**src/clock_divider_setup_decoder_defines.vh**
```
// constants for the setup decoder and its dividers
// assumes setup levels arrive as two-bit codes 0..3
`ifndef CLOCK_DIVIDER_SETUP_DECODER_DEFINES_VH
`define CLOCK_DIVIDER_SETUP_DECODER_DEFINES_VH

// level codes
`define LEVEL_ZERO       2'h0
`define LEVEL_THIRD      2'h1
`define LEVEL_TWO_THIRDS 2'h2
`define LEVEL_ONE        2'h3

// output format codes
`define FORMAT_OFF  2'h0
`define FORMAT_LVDS 2'h1
`define FORMAT_CMOS 2'h2

// delay full scale in picoseconds
`define DELAY_FS_NONE_PS  14'h0000
`define DELAY_FS_SHORT_PS 14'h0708
`define DELAY_FS_MID_PS   14'h1770
`define DELAY_FS_LONG_PS  14'h2D50

// input clock cycles from sync release to resume
`define SYNC_RESUME_CYCLES 6'h04

// register byte offsets
`define REG_CONTROL_OFFSET 8'h00
`define REG_RATIOS_OFFSET  8'h04
`define REG_PHASE_OFFSET   8'h08
`define REG_FORMAT_OFFSET  8'h0C

// field positions
`define CONTROL_SYNC_BIT 0
`define STATUS_SYNC_BIT  16

// bus responses
`define RESP_OKAY   2'h0
`define RESP_SLVERR 2'h2

`endif

```
**src/clock_divider_setup_decoder.v**
```verilog
// setup strap decoder driving three phase dividers, with an AXI4-Lite status port
// assumes straps and sync pin are synchronous to aclk, which stands for the input clock
`timescale 1ns/1ps
`include "clock_divider_setup_decoder_defines.vh"

// Operation
// four levels; floating pin reads one third
// fine word: delay fraction, else phase two
// usage select picks which outputs run
// fine step is index sixteenths of scale
// field A: ratio two, else phase one
// field B: ratio one, else phase two; the code drops field B as phase two when range select is bypass
// field C: ratio zero, else ratio two
// range select: bypass, 1.8, 6.0, 11.6 ns
// format table by usage and format level
// index low plus four times high; ratio list
// even ratios 50%, odd high floor half
// field B shares field A encoding
// fine index formed like other fields
// field C alternate ratio list for output two
// wait phase cycles after sync; wraps
// hold during sync, resume four cycles later
// combinational re-decode of level codes
// ratio one bypasses phase and sync
module clock_divider_setup_decoder #(
	parameter ADDR_W  = 8,
	parameter RATIO_W = 6
) (
	// clock and reset
	input  wire              aclk,
	input  wire              aresetn,
	// setup straps, two-bit level codes, then one float flag per strap
	input  wire [1:0]        delay_range_select,
	input  wire [1:0]        output_format_select,
	input  wire [1:0]        output_usage_select,
	input  wire [1:0]        fine_word_low,
	input  wire [1:0]        fine_word_high,
	input  wire [1:0]        shared_field_a_low,
	input  wire [1:0]        shared_field_a_high,
	input  wire [1:0]        shared_field_b_low,
	input  wire [1:0]        shared_field_b_high,
	input  wire [1:0]        shared_field_c_low,
	input  wire [1:0]        shared_field_c_high,
	input  wire [10:0]       setup_float,
	// sync pin
	input  wire              sync_request_n,
	// clock outputs and their settings
	output wire              clock_output_zero,
	output wire              clock_output_one,
	output wire              clock_output_two,
	output reg  [1:0]        format_zero_reg,
	output reg  [1:0]        format_one_reg,
	output reg  [1:0]        format_two_reg,
	output reg  [13:0]       delay_full_scale_ps_reg,
	output reg  [3:0]        delay_fraction_reg,
	// AXI4-Lite write
	input  wire [ADDR_W-1:0] awaddr,
	input  wire              awvalid,
	output reg               awready,
	input  wire [31:0]       wdata,
	input  wire [3:0]        wstrb,
	input  wire              wvalid,
	output reg               wready,
	output reg  [1:0]        bresp,
	output reg               bvalid,
	input  wire              bready,
	// AXI4-Lite read
	input  wire [ADDR_W-1:0] araddr,
	input  wire              arvalid,
	output reg               arready,
	output reg  [31:0]       rdata,
	output reg  [1:0]        rresp,
	output reg               rvalid,
	input  wire              rready
);
	// effective levels after the float override
	reg  [1:0]         lvl [0:10];
	reg  [3:0]         fine_idx;
	reg  [3:0]         a_idx;
	reg  [3:0]         b_idx;
	reg  [3:0]         c_idx;
	reg  [5:0]         fmt_bits;
	reg  [RATIO_W-1:0] ratio0_next;
	reg  [RATIO_W-1:0] ratio1_next;
	reg  [RATIO_W-1:0] ratio2_next;
	reg  [3:0]         phase1_next;
	reg  [3:0]         phase2_next;
	reg  [3:0]         fraction_next;
	reg  [13:0]        full_scale_next;
	reg                sw_sync_reg;
	reg  [ADDR_W-1:0]  aw_addr_reg;
	reg  [31:0]        w_data_reg;
	reg  [3:0]         w_strb_reg;
	reg                aw_got_reg;
	reg                w_got_reg;
	reg  [31:0]        read_word;
	reg                read_hit;
	wire               sync_active;
	integer            i;

	// standard ratio list
	function [RATIO_W-1:0] std_ratio;
		input [3:0] idx;
		begin
			case (idx)
				4'h0: std_ratio = 6'h01;
				4'h1: std_ratio = 6'h02;
				4'h2: std_ratio = 6'h03;
				4'h3: std_ratio = 6'h04;
				4'h4: std_ratio = 6'h05;
				4'h5: std_ratio = 6'h06;
				4'h6: std_ratio = 6'h08;
				4'h7: std_ratio = 6'h09;
				4'h8: std_ratio = 6'h0A;
				4'h9: std_ratio = 6'h0C;
				4'hA: std_ratio = 6'h0F;
				4'hB: std_ratio = 6'h10;
				4'hC: std_ratio = 6'h12;
				4'hD: std_ratio = 6'h18;
				4'hE: std_ratio = 6'h1E;
				default: std_ratio = 6'h20;
			endcase
		end
	endfunction

	// alternate list when field C drives output two
	function [RATIO_W-1:0] alt_ratio;
		input [3:0] idx;
		begin
			case (idx)
				4'h0: alt_ratio = 6'h07;
				4'h1: alt_ratio = 6'h0B;
				4'h2: alt_ratio = 6'h0D;
				4'h3: alt_ratio = 6'h0E;
				4'h4: alt_ratio = 6'h11;
				4'h5: alt_ratio = 6'h13;
				4'h6: alt_ratio = 6'h14;
				4'h7: alt_ratio = 6'h15;
				4'h8: alt_ratio = 6'h16;
				4'h9: alt_ratio = 6'h17;
				4'hA: alt_ratio = 6'h19;
				4'hB: alt_ratio = 6'h1A;
				4'hC: alt_ratio = 6'h1B;
				4'hD: alt_ratio = 6'h1C;
				4'hE: alt_ratio = 6'h1D;
				default: alt_ratio = 6'h1F;
			endcase
		end
	endfunction

	// whole configuration is rebuilt on any level change
	always @* begin
		lvl[0]  = delay_range_select;
		lvl[1]  = output_format_select;
		lvl[2]  = output_usage_select;
		lvl[3]  = fine_word_low;
		lvl[4]  = fine_word_high;
		lvl[5]  = shared_field_a_low;
		lvl[6]  = shared_field_a_high;
		lvl[7]  = shared_field_b_low;
		lvl[8]  = shared_field_b_high;
		lvl[9]  = shared_field_c_low;
		lvl[10] = shared_field_c_high;
		for (i = 0; i < 11; i = i + 1) begin
			if (setup_float[i])
				lvl[i] = `LEVEL_THIRD;
		end
		fine_idx = {lvl[4], lvl[3]};
		a_idx    = {lvl[6], lvl[5]};
		b_idx    = {lvl[8], lvl[7]};
		c_idx    = {lvl[10], lvl[9]};

		// packed as {two, one, zero}
		case ({lvl[2], lvl[1]})
			4'h0: fmt_bits = 6'h04;
			4'h1: fmt_bits = 6'h0A;
			4'h2: fmt_bits = 6'h05;
			4'h3: fmt_bits = 6'h09;
			4'h4: fmt_bits = 6'h2A;
			4'h5: fmt_bits = 6'h15;
			4'h6: fmt_bits = 6'h25;
			4'h7: fmt_bits = 6'h1A;
			4'h8: fmt_bits = 6'h00;
			4'h9: fmt_bits = 6'h10;
			4'hA: fmt_bits = 6'h20;
			4'hB: fmt_bits = 6'h08;
			4'hC: fmt_bits = 6'h21;
			4'hD: fmt_bits = 6'h12;
			4'hE: fmt_bits = 6'h11;
			default: fmt_bits = 6'h22;
		endcase

		// unused ratios default to bypass; their outputs are off anyway
		ratio0_next = 6'h01;
		ratio1_next = 6'h01;
		ratio2_next = 6'h01;
		phase1_next = 4'h0;
		phase2_next = 4'h0;
		if (lvl[2] != `LEVEL_ZERO)
			ratio2_next = std_ratio(a_idx);
		else
			phase1_next = a_idx;
		if (lvl[2] != `LEVEL_ONE)
			ratio1_next = std_ratio(b_idx);
		else if (lvl[0] != `LEVEL_ZERO)
			phase2_next = b_idx;
		if (lvl[2] != `LEVEL_TWO_THIRDS)
			ratio0_next = std_ratio(c_idx);
		else
			ratio2_next = alt_ratio(c_idx);
		if (lvl[0] == `LEVEL_ZERO)
			phase2_next = fine_idx;

		// fraction in sixteenths, so fifteen sixteenths at most
		fraction_next = (lvl[0] != `LEVEL_ZERO) ? fine_idx : 4'h0;
		case (lvl[0])
			`LEVEL_THIRD:      full_scale_next = `DELAY_FS_SHORT_PS;
			`LEVEL_TWO_THIRDS: full_scale_next = `DELAY_FS_MID_PS;
			`LEVEL_ONE:        full_scale_next = `DELAY_FS_LONG_PS;
			default:           full_scale_next = `DELAY_FS_NONE_PS;
		endcase
	end

	always @(posedge aclk) begin
		if (!aresetn) begin
			format_zero_reg         <= `FORMAT_OFF;
			format_one_reg          <= `FORMAT_OFF;
			format_two_reg          <= `FORMAT_OFF;
			delay_full_scale_ps_reg <= `DELAY_FS_NONE_PS;
			delay_fraction_reg      <= 4'h0;
		end else begin
			format_zero_reg         <= fmt_bits[1:0];
			format_one_reg          <= fmt_bits[3:2];
			format_two_reg          <= fmt_bits[5:4];
			delay_full_scale_ps_reg <= full_scale_next;
			delay_fraction_reg      <= fraction_next;
		end
	end

	// software hold ors with the pin so either can resync
	assign sync_active = ~sync_request_n | sw_sync_reg;

	phase_divider #(.RATIO_W(RATIO_W)) divider_zero (
		.aclk    (aclk),
		.aresetn (aresetn),
		.ratio   (ratio0_next),
		.phase   (4'h0),
		.enable  (fmt_bits[1:0] != `FORMAT_OFF),
		.hold    (sync_active),
		.clk_out (clock_output_zero)
	);

	phase_divider #(.RATIO_W(RATIO_W)) divider_one (
		.aclk    (aclk),
		.aresetn (aresetn),
		.ratio   (ratio1_next),
		.phase   (phase1_next),
		.enable  (fmt_bits[3:2] != `FORMAT_OFF),
		.hold    (sync_active),
		.clk_out (clock_output_one)
	);

	phase_divider #(.RATIO_W(RATIO_W)) divider_two (
		.aclk    (aclk),
		.aresetn (aresetn),
		.ratio   (ratio2_next),
		.phase   (phase2_next),
		.enable  (fmt_bits[5:4] != `FORMAT_OFF),
		.hold    (sync_active),
		.clk_out (clock_output_two)
	);

	// read decode
	always @* begin
		read_hit  = 1'b1;
		read_word = 32'h00000000;
		case (araddr)
			`REG_CONTROL_OFFSET: read_word[`CONTROL_SYNC_BIT] = sw_sync_reg;
			`REG_RATIOS_OFFSET:  read_word = {10'h000, ratio2_next, 2'h0, ratio1_next, 2'h0, ratio0_next};
			`REG_PHASE_OFFSET:   read_word = {6'h00, lvl[0], 4'h0, fraction_next, 4'h0, phase2_next,
				4'h0, phase1_next};
			`REG_FORMAT_OFFSET: begin
				read_word[5:0]              = fmt_bits;
				read_word[`STATUS_SYNC_BIT] = sync_active;
			end
			default: read_hit = 1'b0;
		endcase
	end

	// write side: address and data taken in either order
	always @(posedge aclk) begin
		if (!aresetn) begin
			awready     <= 1'b1;
			wready      <= 1'b1;
			bvalid      <= 1'b0;
			bresp       <= `RESP_OKAY;
			aw_got_reg  <= 1'b0;
			w_got_reg   <= 1'b0;
			aw_addr_reg <= {ADDR_W{1'b0}};
			w_data_reg  <= 32'h00000000;
			w_strb_reg  <= 4'h0;
			sw_sync_reg <= 1'b0;
		end else begin
			if (awvalid && awready) begin
				aw_addr_reg <= awaddr;
				aw_got_reg  <= 1'b1;
				awready     <= 1'b0;
			end
			if (wvalid && wready) begin
				w_data_reg <= wdata;
				w_strb_reg <= wstrb;
				w_got_reg  <= 1'b1;
				wready     <= 1'b0;
			end
			if (aw_got_reg && w_got_reg && !bvalid) begin
				aw_got_reg <= 1'b0;
				w_got_reg  <= 1'b0;
				bvalid     <= 1'b1;
				if (aw_addr_reg == `REG_CONTROL_OFFSET) begin
					bresp <= `RESP_OKAY;
					if (w_strb_reg[0])
						sw_sync_reg <= w_data_reg[`CONTROL_SYNC_BIT];
				end else if (aw_addr_reg == `REG_RATIOS_OFFSET || aw_addr_reg == `REG_PHASE_OFFSET ||
					aw_addr_reg == `REG_FORMAT_OFFSET) begin
					// status words ignore writes
					bresp <= `RESP_OKAY;
				end else begin
					bresp <= `RESP_SLVERR;
				end
			end
			if (bvalid && bready) begin
				bvalid  <= 1'b0;
				awready <= 1'b1;
				wready  <= 1'b1;
			end
		end
	end

	// read side
	always @(posedge aclk) begin
		if (!aresetn) begin
			arready <= 1'b1;
			rvalid  <= 1'b0;
			rdata   <= 32'h00000000;
			rresp   <= `RESP_OKAY;
		end else if (arvalid && arready) begin
			arready <= 1'b0;
			rvalid  <= 1'b1;
			rdata   <= read_word;
			rresp   <= read_hit ? `RESP_OKAY : `RESP_SLVERR;
		end else if (rvalid && rready) begin
			rvalid  <= 1'b0;
			arready <= 1'b1;
		end
	end
endmodule // clock_divider_setup_decoder

```
**src/phase_divider.v**
```verilog
// one output divider with phase offset and sync hold
// assumes ratio is never zero and aclk is the input clock
`timescale 1ns/1ps
module phase_divider #(
	parameter RATIO_W = 6
) (
	// clock and reset
	input  wire               aclk,
	input  wire               aresetn,
	// settings
	input  wire [RATIO_W-1:0] ratio,
	input  wire [3:0]         phase,
	input  wire               enable,
	input  wire               hold,
	// output
	output reg                clk_out
);
	reg  [RATIO_W-1:0] count_reg;
	reg  [RATIO_W-1:0] wait_reg;
	reg                primed_reg;
	wire [RATIO_W-1:0] phase_wide;
	wire [RATIO_W-1:0] phase_eff;
	wire [RATIO_W-1:0] wait_load;
	wire [RATIO_W-1:0] high_time;

	assign phase_wide = {{(RATIO_W-4){1'b0}}, phase};
	// an offset at or past the ratio wraps to the same phase
	assign phase_eff  = (phase_wide >= ratio) ? (phase_wide % ratio) : phase_wide;
	assign wait_load  = `SYNC_RESUME_CYCLES + phase_eff;
	// odd ratios keep the shorter half high
	assign high_time  = ratio >> 1;

	always @(posedge aclk) begin
		if (!aresetn) begin
			count_reg  <= {RATIO_W{1'b0}};
			wait_reg   <= {RATIO_W{1'b0}};
			primed_reg <= 1'b0;
			clk_out    <= 1'b0;
		end else if (!enable) begin
			count_reg  <= {RATIO_W{1'b0}};
			primed_reg <= 1'b0;
			clk_out    <= 1'b0;
		end else if (ratio == {{(RATIO_W-1){1'b0}}, 1'b1}) begin
			// bypass: a register cannot toggle at the full rate, so it stands high
			count_reg  <= {RATIO_W{1'b0}};
			primed_reg <= 1'b0;
			clk_out    <= 1'b1;
		end else if (hold || !primed_reg) begin
			count_reg  <= {RATIO_W{1'b0}};
			wait_reg   <= wait_load;
			primed_reg <= 1'b1;
			clk_out    <= 1'b0;
		end else if (wait_reg != {RATIO_W{1'b0}}) begin
			wait_reg <= wait_reg - {{(RATIO_W-1){1'b0}}, 1'b1};
			clk_out  <= 1'b0;
		end else begin
			clk_out <= (count_reg < high_time) ? 1'b1 : 1'b0;
			if (count_reg == ratio - {{(RATIO_W-1){1'b0}}, 1'b1})
				count_reg <= {RATIO_W{1'b0}};
			else
				count_reg <= count_reg + {{(RATIO_W-1){1'b0}}, 1'b1};
		end
	end
endmodule // phase_divider

```
**config.mk**
```make
export PLATFORM = sky130hd
export DESIGN_NAME = clock_divider_setup_decoder
export DESIGN_NICKNAME = d
export VERILOG_FILES = /design/src/clock_divider_setup_decoder.v /design/src/phase_divider.v
export VERILOG_INCLUDE_DIRS = /design/src /design/src/src
export SDC_FILE = /design/constraint.sdc
export NUM_CORES = 1
export LEC_CHECK = 0
export ABC_AREA = 1
export BUFFER_PORTS_ARGS = -buffer_cell sky130_fd_sc_hd__clkbuf_2
export CAP_MARGIN = 10
export CORE_ASPECT_RATIO = 0.7
export CORE_UTILIZATION = 37
export CTS_CLUSTER_SIZE = 10
export DETAILED_ROUTE_END_ITERATION = 6
export GPL_TIMING_DRIVEN = 1
export SLEW_MARGIN = 20
export SYNTH_ARGS = -nofsm -noshare
export SYNTH_HDL_FRONTEND = slang
export SYNTH_SLANG_ARGS = --single-unit
```
**constraint.sdc**
```tcl
create_clock -name aclk -period 16.5 [get_ports aclk]
set_input_delay 0.825 -clock aclk [delete_from_list [all_inputs] [get_ports aclk]]
set_output_delay 0.825 -clock aclk [all_outputs]
set_load 0.02 [all_outputs]
```
==> results of run 1 <==
-- cell usage in the layout, fill, tap and decap left out, types with 9 or more instances in the layout --
cell       netlist  final
a21oi_1         92     92
clkbuf_16        0      9
clkbuf_2         0    108
conb_1           1     19
dfxtp_1         98     98
ha_1           107    107
inv_1          205    205
inv_2            9      9
nand2_1        271    271
nand2_2         17     17
nand3_1        107    107
nand3_2          9      9
nand4_1         15     15
nor2_1         168    168
nor2_4           9      9
nor3_1           9      9
o21ai_0         83     83
o21ai_1         10     10
xnor2_1         19     19
xor2_1          41     41
-- kinds of logic after synthesis --
group / after synthesis
AOI/OAI and AO/OA: 258
xor gates and xnor gates: 60
adders and majority gates: 109
buffers and inverters: 252
DFF: 98
other: 1
and+or+nand+nor: 648
-- worst register-to-register path, stage by stage (launching register included) --
cell     delay (ps)
dfxtp_1         300
inv_1           130
ha_1            240
nand3_1         130
nor2_1          460
inv_1           260
nor2_1          140
inv_1           100
nand2_1         200
inv_1           160
o21ai_0         200
a21oi_1          60
-- final cells by class --
| cell class | instances | area [um^2] |
|---|---|---|
| timing repair buffer | 113 | 578 |
| fill | 2659 | 14200 |
| clock inverter | 6 | 93.8 |
| multi-input combinational | 1094 | 6380 |
| inverter | 216 | 817 |
| tap | 325 | 407 |
| sequential | 98 | 1960 |
| clock buffer | 10 | 229 |
-- per-stage QoR --
stage | std cells | hold slack [ps] | setup WS (ps) | instance area [um^2]
global route | 1862 | 485 | 6340 | 10500
detailed placement | 1846 | 450 | 7020 | 10100
floorplan | 1444 | 430 | 8200 | 9380
finish | 1862 | 460 | 7350 | 10500
global placement | 1846 | 445 | 7130 | 10100
CTS | 1862 | 460 | 7390 | 10500
-- worst min-delay path by stage --
stage | depth (start not counted) | startpoint | slack [ps] | to
2_1_floorplan | 2 | aw_addr_reg[6] | 430 | aw_addr_reg[6]
3_3_place_gp | 2 | aw_addr_reg[5] | 450 | aw_addr_reg[5]
3_5_place_dp | 2 | aw_addr_reg[5] | 450 | aw_addr_reg[5]
4_1_cts | 2 | aw_addr_reg[5] | 460 | aw_addr_reg[5]
5_1_grt | 2 | aw_addr_reg[5] | 480 | aw_addr_reg[5]
6_report | 2 | aw_addr_reg[5] | 460 | aw_addr_reg[5]
-- power by group through the flow --
stage	Combinational, uW	Clock (uW)	Sequential, uW
final	742	241	268
after global routing	843	255	270
after CTS	735	244	268
after detailed placement	731	0	273
after global placement	719	0	273
after floorplan	578	0	276
-- per-layer routing --
layer / vias up / GRT usage (%) / part of all wire (%)
li1: 4860 / - / -
met1: 4212 / 32.6 / 52
met2: 290 / 30.6 / 40
met3: 23 / 2.99 / 6.1
met4: 0 / 5.38 / 1.4
met5: - / 0 / 0
==> impl_metrics.json, run 1 <==
{
  "port_buffers": 108,
  "tightestPinTransition_ps": 806,
  "grt_pass1_vias": 8448,
  "dieArea_mm2": 0.0258,
  "cpMostUsedCell": "nand2_1",
  "cts_hold_buffers": 0,
  "cts_inserted_buffers": 9,
  "routabilityCongestion": 0.947,
  "critPathSlowestCell": "o21ai_0",
  "rsz0062_at_grt": "no",
  "area_growth_pct": 12.4,
  "yosys-top-cells-count": "nand2_1, inv_1, nor2_1",
  "grt_max_degree": 39,
  "synth_top_area_cell": "dfxtp_1",
  "cts_buffer_depth": 2,
  "skew_ps": 13.1,
  "synth-xor-area-share_pct": 5.64,
  "p_seq_share_pct": 21.4,
  "fp.coreArea_mm2": 0.0247,
  "cp.arrival_ps": 9390,
  "finalSetupTns_ps": 0,
  "htreeDepth": 3,
  "crit_end": "divider_two.wait_reg[3]",
  "drv_slew": 0,
  "critical_path_required_ps": 16740,
  "hp-class": "flop to flop",
  "synth_most_common_cell": "nand2_1",
  "cp-end-kind": "flop",
  "maxCapViolCount": 0,
  "vias_per_cell": 5.04,
  "cts_root_buffer": "clkbuf_16",
  "yosysWarnings": 0,
  "largest_register_ffs": 20,
  "path_depth": 54,
  "remaining_drc_errors": 0,
  "switching_share_pct": 46.9,
  "grt_use_total_pct": 21.3,
  "leakage_uw": 0.00537,
  "period_share_pct": 55.5,
  "crit_family": "simple AND/OR/NAND/NOR gates",
  "diodes": 0,
  "slew_headroom_pct": 45.8,
  "wl_per_cell_um": 14.4,
  "utilization_pct": 42.4,
  "power.total_uw": 1250,
  "syn_inst": 1426,
  "worstSetupStartpoint": "setup_float[5]",
  "r2r_slack_ps": 14020,
  "io_pins": 161,
  "final-hold-violation-count": 0,
  "postCtsSetupRepairBufs": 0,
  "reg2reg_depth": 11,
  "period_minus_slack_ps": 9150,
  "vias": 9385,
  "ys_types": 51,
  "worstSkewPairLatency_ps": 370,
  "yosys.area_share.simple_pct": 31.4,
  "grt_pass1_wl_um": 43300,
  "internal_power_uw": 664,
  "firstDrtPassIters": 5,
  "switchingPower_uw": 586,
  "die_y_um": 135,
  "clockPowerShare_pct": 19.2,
  "ys_async_sr_fraction_pct": 0,
  "synthAdderAreaFrac_pct": 14.8,
  "worst-setup-path-type": "input port to flop",
  "drt-total-wl_um": 26800,
  "synthTopCellsByArea": "dfxtp_1, ha_1, nand2_1",
  "fmax_ghz": 0.109,
  "ys.flop_type": "dfxtp_1",
  "synth_top_family_by_area": "simple AND/OR/NAND/NOR gates",
  "cp_slowest_stage_delay_ps": 480,
  "nNetsFinal": 1734,
  "cts_resized": 0,
  "synth_top_area_share_pct": 21.1,
  "status": "complete, no violations",
  "path_clk_slew_ps": 70,
  "avgSynthCellArea_um2": 6.53,
  "seq_area_frac_synth_pct": 21.1,
  "synth_compound_area_share_pct": 15.9,
  "rows": 48,
  "ant_nets": 0,
  "synth_mux_area_share_pct": 0,
  "synthesis.area_mm2": 0.00931,
  "initial_core_util_pct": 37.7,
  "drt_iter0_markers": 732,
  "r2r_end": "divider_one.wait_reg[1]",
  "r2r_start": "divider_one.wait_reg[0]",
  "drive_gt1_share_pct": 12.9,
  "fp.dieW_um": 192,
  "critical_path_peak_fanout": 12,
  "tritoncts": "built",
  "comb_power_share_pct": 59.3,
  "ys_ff_latch": 98,
  "dpl.hpwl_um": 21400,
  "setup_viol": 0,
  "powerDensity_mw_per_mm2": 119,
  "antenna_found_initial": 0,
  "cts.sinks": 98,
  "cp-start-kind": "input port",
  "cp_num_buf_inv": 10,
  "synth_edf_count": 0,
  "ir_drop_mv": 0.0652,
  "overflow": 0
}
Note: power is estimated with default switching activity, not from simulation.
==> inputs of run 2 (changes only) <==
Settings changed: ABC_AREA 1 to 0.
Clock period 16.5 ns to 7.6 ns, I/O delays scaled along.
==> impl_metrics.json, run 2 <==
{
  "routabilityCongestion": 0.944,
  "final-hold-violation-count": 0,
  "vias": 11100,
  "dieArea_mm2": 0.0273,
  "tritoncts": "built",
  "initial_core_util_pct": 38.1,
  "placedInstanceArea_mm2": 0.0128,
  "grt_pass1_vias": 10300,
  "leakage_uw": 0.00634,
  "firstDrtPassIters": 5,
  "fin_area_mm2": 0.0145,
  "dpl.hpwl_um": 26100,
  "rsz0062_at_grt": "yes",
  "worst-setup-path-type": "input port to flop",
  "critPathSlowestCell": "o41a_1",
  "fp.dieW_um": 197,
  "fmax_ghz": 0.126,
  "yosysWarnings": 0,
  "vias_per_cell": 5.42,
  "cts_buffer_depth": 2,
  "setup_viol": 8,
  "synth_most_common_cell": "nor2_1",
  "maxCapViolCount": 0,
  "seq_area_frac_synth_pct": 19.9,
  "ys_async_sr_fraction_pct": 0,
  "skew_ps": 6.96,
  "synth_edf_count": 0,
  "cpMostUsedCell": "ha_4",
  "period_share_pct": 105,
  "synth_top_area_cell": "dfxtp_1",
  "cp_slowest_stage_delay_ps": 390,
  "synthTopCellsByArea": "dfxtp_1, ha_1, nor2_1",
  "antenna_found_initial": 1,
  "stdcell_count": 2043,
  "powerDensity_mw_per_mm2": 287,
  "finalWorstSetupSlack_ps": -345,
  "synthesis.area_mm2": 0.00987,
  "cp-start-kind": "input port",
  "period_minus_slack_ps": 7950,
  "port_buffers": 108,
  "critical_path_peak_fanout": 5,
  "remaining_drc_errors": 0,
  "yosys-top-cells-count": "nor2_1, nand2_1, ha_1",
  "drive_gt1_share_pct": 39.6,
  "cts_root_buffer": "clkbuf_16",
  "cts.sinks": 98,
  "crit_family": "compound AO/OA/AOI/OAI gates",
  "synth_top_area_share_pct": 19.9,
  "slew_headroom_pct": 28.0,
  "tightestPinTransition_ps": 1080,
  "htreeDepth": 3,
  "cts_inserted_buffers": 9,
  "hp-class": "input port to flop",
  "utilization_pct": 55.9,
  "nNetsFinal": 1883,
  "fp.coreArea_mm2": 0.0259,
  "cts_hold_buffers": 0,
  "ir_drop_mv": 0.449,
  "grt_max_degree": 55,
  "ys.flop_type": "dfxtp_1",
  "cp-end-kind": "flop",
  "cp.arrival_ps": 8160,
  "die_y_um": 139,
  "rows": 49,
  "violations": "negative setup slack",
  "io_pins": 161,
  "placed_cells": 1971,
  "status": "complete, but fails checks",
  "grt_pass1_wl_um": 52800,
  "syn_inst": 1302,
  "grt_use_total_pct": 23.9,
  "overflow": 0,
  "drt-total-wl_um": 34600,
  "critical_path_required_ps": 7810,
  "area_growth_pct": 46.9,
  "diodes": 0,
  "ys_types": 108,
  "worstSkewPairLatency_ps": 360,
  "wl_per_cell_um": 16.9,
  "avgSynthCellArea_um2": 7.58,
  "ant_nets": 0,
  "ys_ff_latch": 98,
  "cp_num_buf_inv": 6,
  "final_cell_mix": "buf_4, nor2_1, nand2_1",
  "drt_iter0_markers": 754,
  "drv_slew": 0,
  "largest_register_ffs": 20,
  "layout_commonest_cell": "buf_4",
  "path_clk_slew_ps": 70
}
==> run 2: cell types whose count changed after synthesis, sizes merged, moves of 15 or more <==
cell    previous run  this run
o21ai             95        77
nor2             184       137
nand2            292       124
nor2b              0        21
nor3b              1        17
nand2b             0        27
nand3            116        33
clkbuf            11        32
inv              214        66
a22oi              6        21
xor2              41        24
nor3              11        41
==> run 2: logic make-up after synthesis <==
| family | count (synthesis) | synth area share, % |
|---|---|---|
| buf+inv | 137 | 6.52 |
| simple gates | 514 | 26.8 |
| other cells | 1 | 0.0380 |
| flops | 98 | 19.9 |
| fa+ha+maj | 109 | 14.0 |
| compound gates | 369 | 25.9 |
| xor+xnor | 54 | 4.79 |
| mux | 20 | 2.12 |
==> run 2: final cells by class <==
| cell class | count | area [um^2] |
|---|---|---|
| fillers | 2395 | 11400 |
| multi-input cells | 1086 | 8530 |
| repair buffers | 419 | 2960 |
| flip-flops and latches | 98 | 1960 |
| well taps | 357 | 447 |
| inverters | 67 | 263 |
| clock buffers | 9 | 225 |
| clock inverters | 7 | 110 |
==> run 2: final timing paths <==
path	from	endpoint	slack, ps	cells past startpoint
max	setup_float[9]	divider_two.wait_reg[3]	-350	44
min	setup_float[3]	delay_fraction_reg[1]	230	2
max reg2reg	divider_one.wait_reg[0]	divider_one.wait_reg[5]	4780	9
min reg2reg	aw_addr_reg[6]	aw_addr_reg[6]	450	2
==> run 2: report_power, final <==
| group | switching [uW] | internal (uW) |
|---|---|---|
| combinational | 1480 | 1580 |
| sequential | 31.3 | 552 |
| clock | 224 | 296 |
| total | 1730 | 2420 |
==> run 2: stage by stage <==
stage | total power, uW | TNS [ps] | setup WS [ps] | hold slack, ps
CTS | 3720 | -745 | -217 | 218
global placement | 2920 | -6660 | -946 | 438
global route | 4420 | -5610 | -674 | 240
finish | 4160 | -1490 | -345 | 233
floorplan | 2050 | -2510 | -604 | 431
detailed placement | 2950 | -8540 | -1020 | 444
==> run 2: timing repair <==
action	CTS	global route
setup buffers	26	31
endpoints found under the setup margin	11	17
resized for setup	57	133
cloned	1	0
pin swaps	42	80
==> run 2: metal layers <==
metal	share of wire [%]	wire, um	up-vias	global-route usage [%]
met4	1.7	595	0	5.83
met1	48	16500	5201	34.5
met3	6.6	2280	41	5.33
li1	-	-	5474	-
met2	44	15200	366	35.7
met5	0	0	-	0
==> inputs of run 3 (changes only) <==
Settings changed: ABC_AREA 0 to 1.
==> impl_metrics.json, run 3 (synthesized netlist as in run 1, its figures left out) <==
{
  "rows": 48,
  "path_clk_slew_ps": 70,
  "layout_commonest_cell": "nand2_1",
  "cp-start-kind": "input port",
  "finalWorstSetupSlack_ps": 424,
  "critPathSlowestCell": "ha_1",
  "grt_pass1_wl_um": 44700,
  "die_y_um": 135,
  "slew_headroom_pct": 42.8,
  "ant_nets": 0,
  "vias_per_cell": 4.94,
  "multi_input_area_mm2": 0.00670,
  "overflow": 0,
  "grt_use_total_pct": 21.9,
  "placed_cells": 1984,
  "antenna_found_initial": 0,
  "dieArea_mm2": 0.0258,
  "stdcell_count": 2004,
  "drt-total-wl_um": 28200,
  "fp.coreArea_mm2": 0.0247,
  "rsz0062_at_grt": "yes",
  "critical_path_peak_fanout": 6,
  "drt_iter0_markers": 627,
  "largest_register_ffs": 20,
  "area_growth_pct": 27.0,
  "tritoncts": "built",
  "skew_ps": 12.1,
  "initial_core_util_pct": 37.7,
  "cts.sinks": 98,
  "diodes": 0,
  "period_minus_slack_ps": 7180,
  "tightestPinTransition_ps": 858,
  "grt_max_degree": 38,
  "power.total_uw": 3210,
  "cpMostUsedCell": "nand2_2",
  "port_buffers": 108,
  "routabilityCongestion": 0.884,
  "dpl.hpwl_um": 22300,
  "whs_ps": 273,
  "cp.arrival_ps": 7430,
  "drv_slew": 0,
  "critical_path_required_ps": 7860,
  "vias": 9896,
  "leakage_uw": 0.00606,
  "cts_root_buffer": "clkbuf_16",
  "worstSkewPairLatency_ps": 370,
  "wl_per_cell_um": 14.1,
  "fill_cells": 2544,
  "cp-end-kind": "flop",
  "setup_viol": 0,
  "fp.dieW_um": 192,
  "seqCellArea_mm2": 0.00196,
  "powerDensity_mw_per_mm2": 272,
  "drive_gt1_share_pct": 24.5,
  "hp-class": "input port to flop",
  "remaining_drc_errors": 0,
  "firstDrtPassIters": 5,
  "status": "complete, no violations",
  "final-hold-violation-count": 0,
  "worst-setup-path-type": "input port to flop",
  "nNetsFinal": 1877,
  "htreeDepth": 3,
  "final_cell_mix": "nand2_1, inv_1, nor2_1",
  "dp_slack_ps": -360,
  "period_share_pct": 94.4,
  "ir_drop_mv": 0.148,
  "cts_inserted_buffers": 9,
  "maxCapViolCount": 0,
  "utilization_pct": 47.9,
  "grt_pass1_vias": 8898,
  "io_pins": 161,
  "cts_buffer_depth": 2,
  "cp_slowest_stage_delay_ps": 380,
  "fmax_ghz": 0.139
}
==> run 3: cell count changes in the layout (fill, tap and decap cells not counted), sizes merged, moves of 27 or more <==
cell	previous run	this run
nand2b	27	0
inv	68	217
buf	317	148
nand2	124	292
nor3	41	11
nand3	33	116
nor2	137	184
==> run 3: power breakdown <==
part	switching [uW]	total, uW	internal, uW
Combinational	1190	2160	971
Clock	219	476	257
Sequential	26.9	582	555
Total	1430	3210	1780
==> run 3: worst max-delay path, delay by kind of cell <==
kind                     cells  cell delay [ps]
AO/OA/AOI/OAI               12             1570
adder cells (fa/ha/maj)      7             1970
buffers and inverters        9              650
AND/OR/NAND/NOR             28             2850
==> run 3: cell type report <==
class	instances	share of cell area, %
multi-input cells	1094	56.6
flip-flops and latches	98	16.6
repair buffers	256	14.0
inverters	216	6.91
well taps	325	3.44
clock buffers	10	1.94
clock inverters	5	0.518
==> run 3: final timing paths <==
kind / start / endpoint / slack (ps) / cells after the start
max: shared_field_a_low[1] / divider_two.wait_reg[4] / 420 / 56
min: awaddr[2] / aw_addr_reg[2] / 270 / 3
max reg2reg: divider_zero.wait_reg[0] / divider_zero.wait_reg[0] / 5380 / 10
min reg2reg: aw_addr_reg[5] / aw_addr_reg[5] / 460 / 2
==> run 3: per-stage QoR <==
step / TNS [ps] / cell area (um^2)
after detailed placement: -2070 / 11200
after global placement: -894 / 11200
after CTS: 0 / 11500
final: 0 / 11800
after global routing: -250 / 11800
after floorplan: 0 / 9390
==> run 3: per-layer routing <==
layer,routed length [um],vias up,global-route usage (%)
li1,-,5136,-
met1,14100,4538,31.3
met2,12200,187,33.6
met3,1400,35,3.72
met4,503,0,5.82
met5,0,-,0
==> run 3: repair_timing <==
action                                  CTS  global route
endpoints found under the setup margin    2            14
endpoints found under the hold margin     0             0
setup buffers                             0             5
resized for setup                         2            81
pin swaps                                 0            37
hold buffers                              0             0
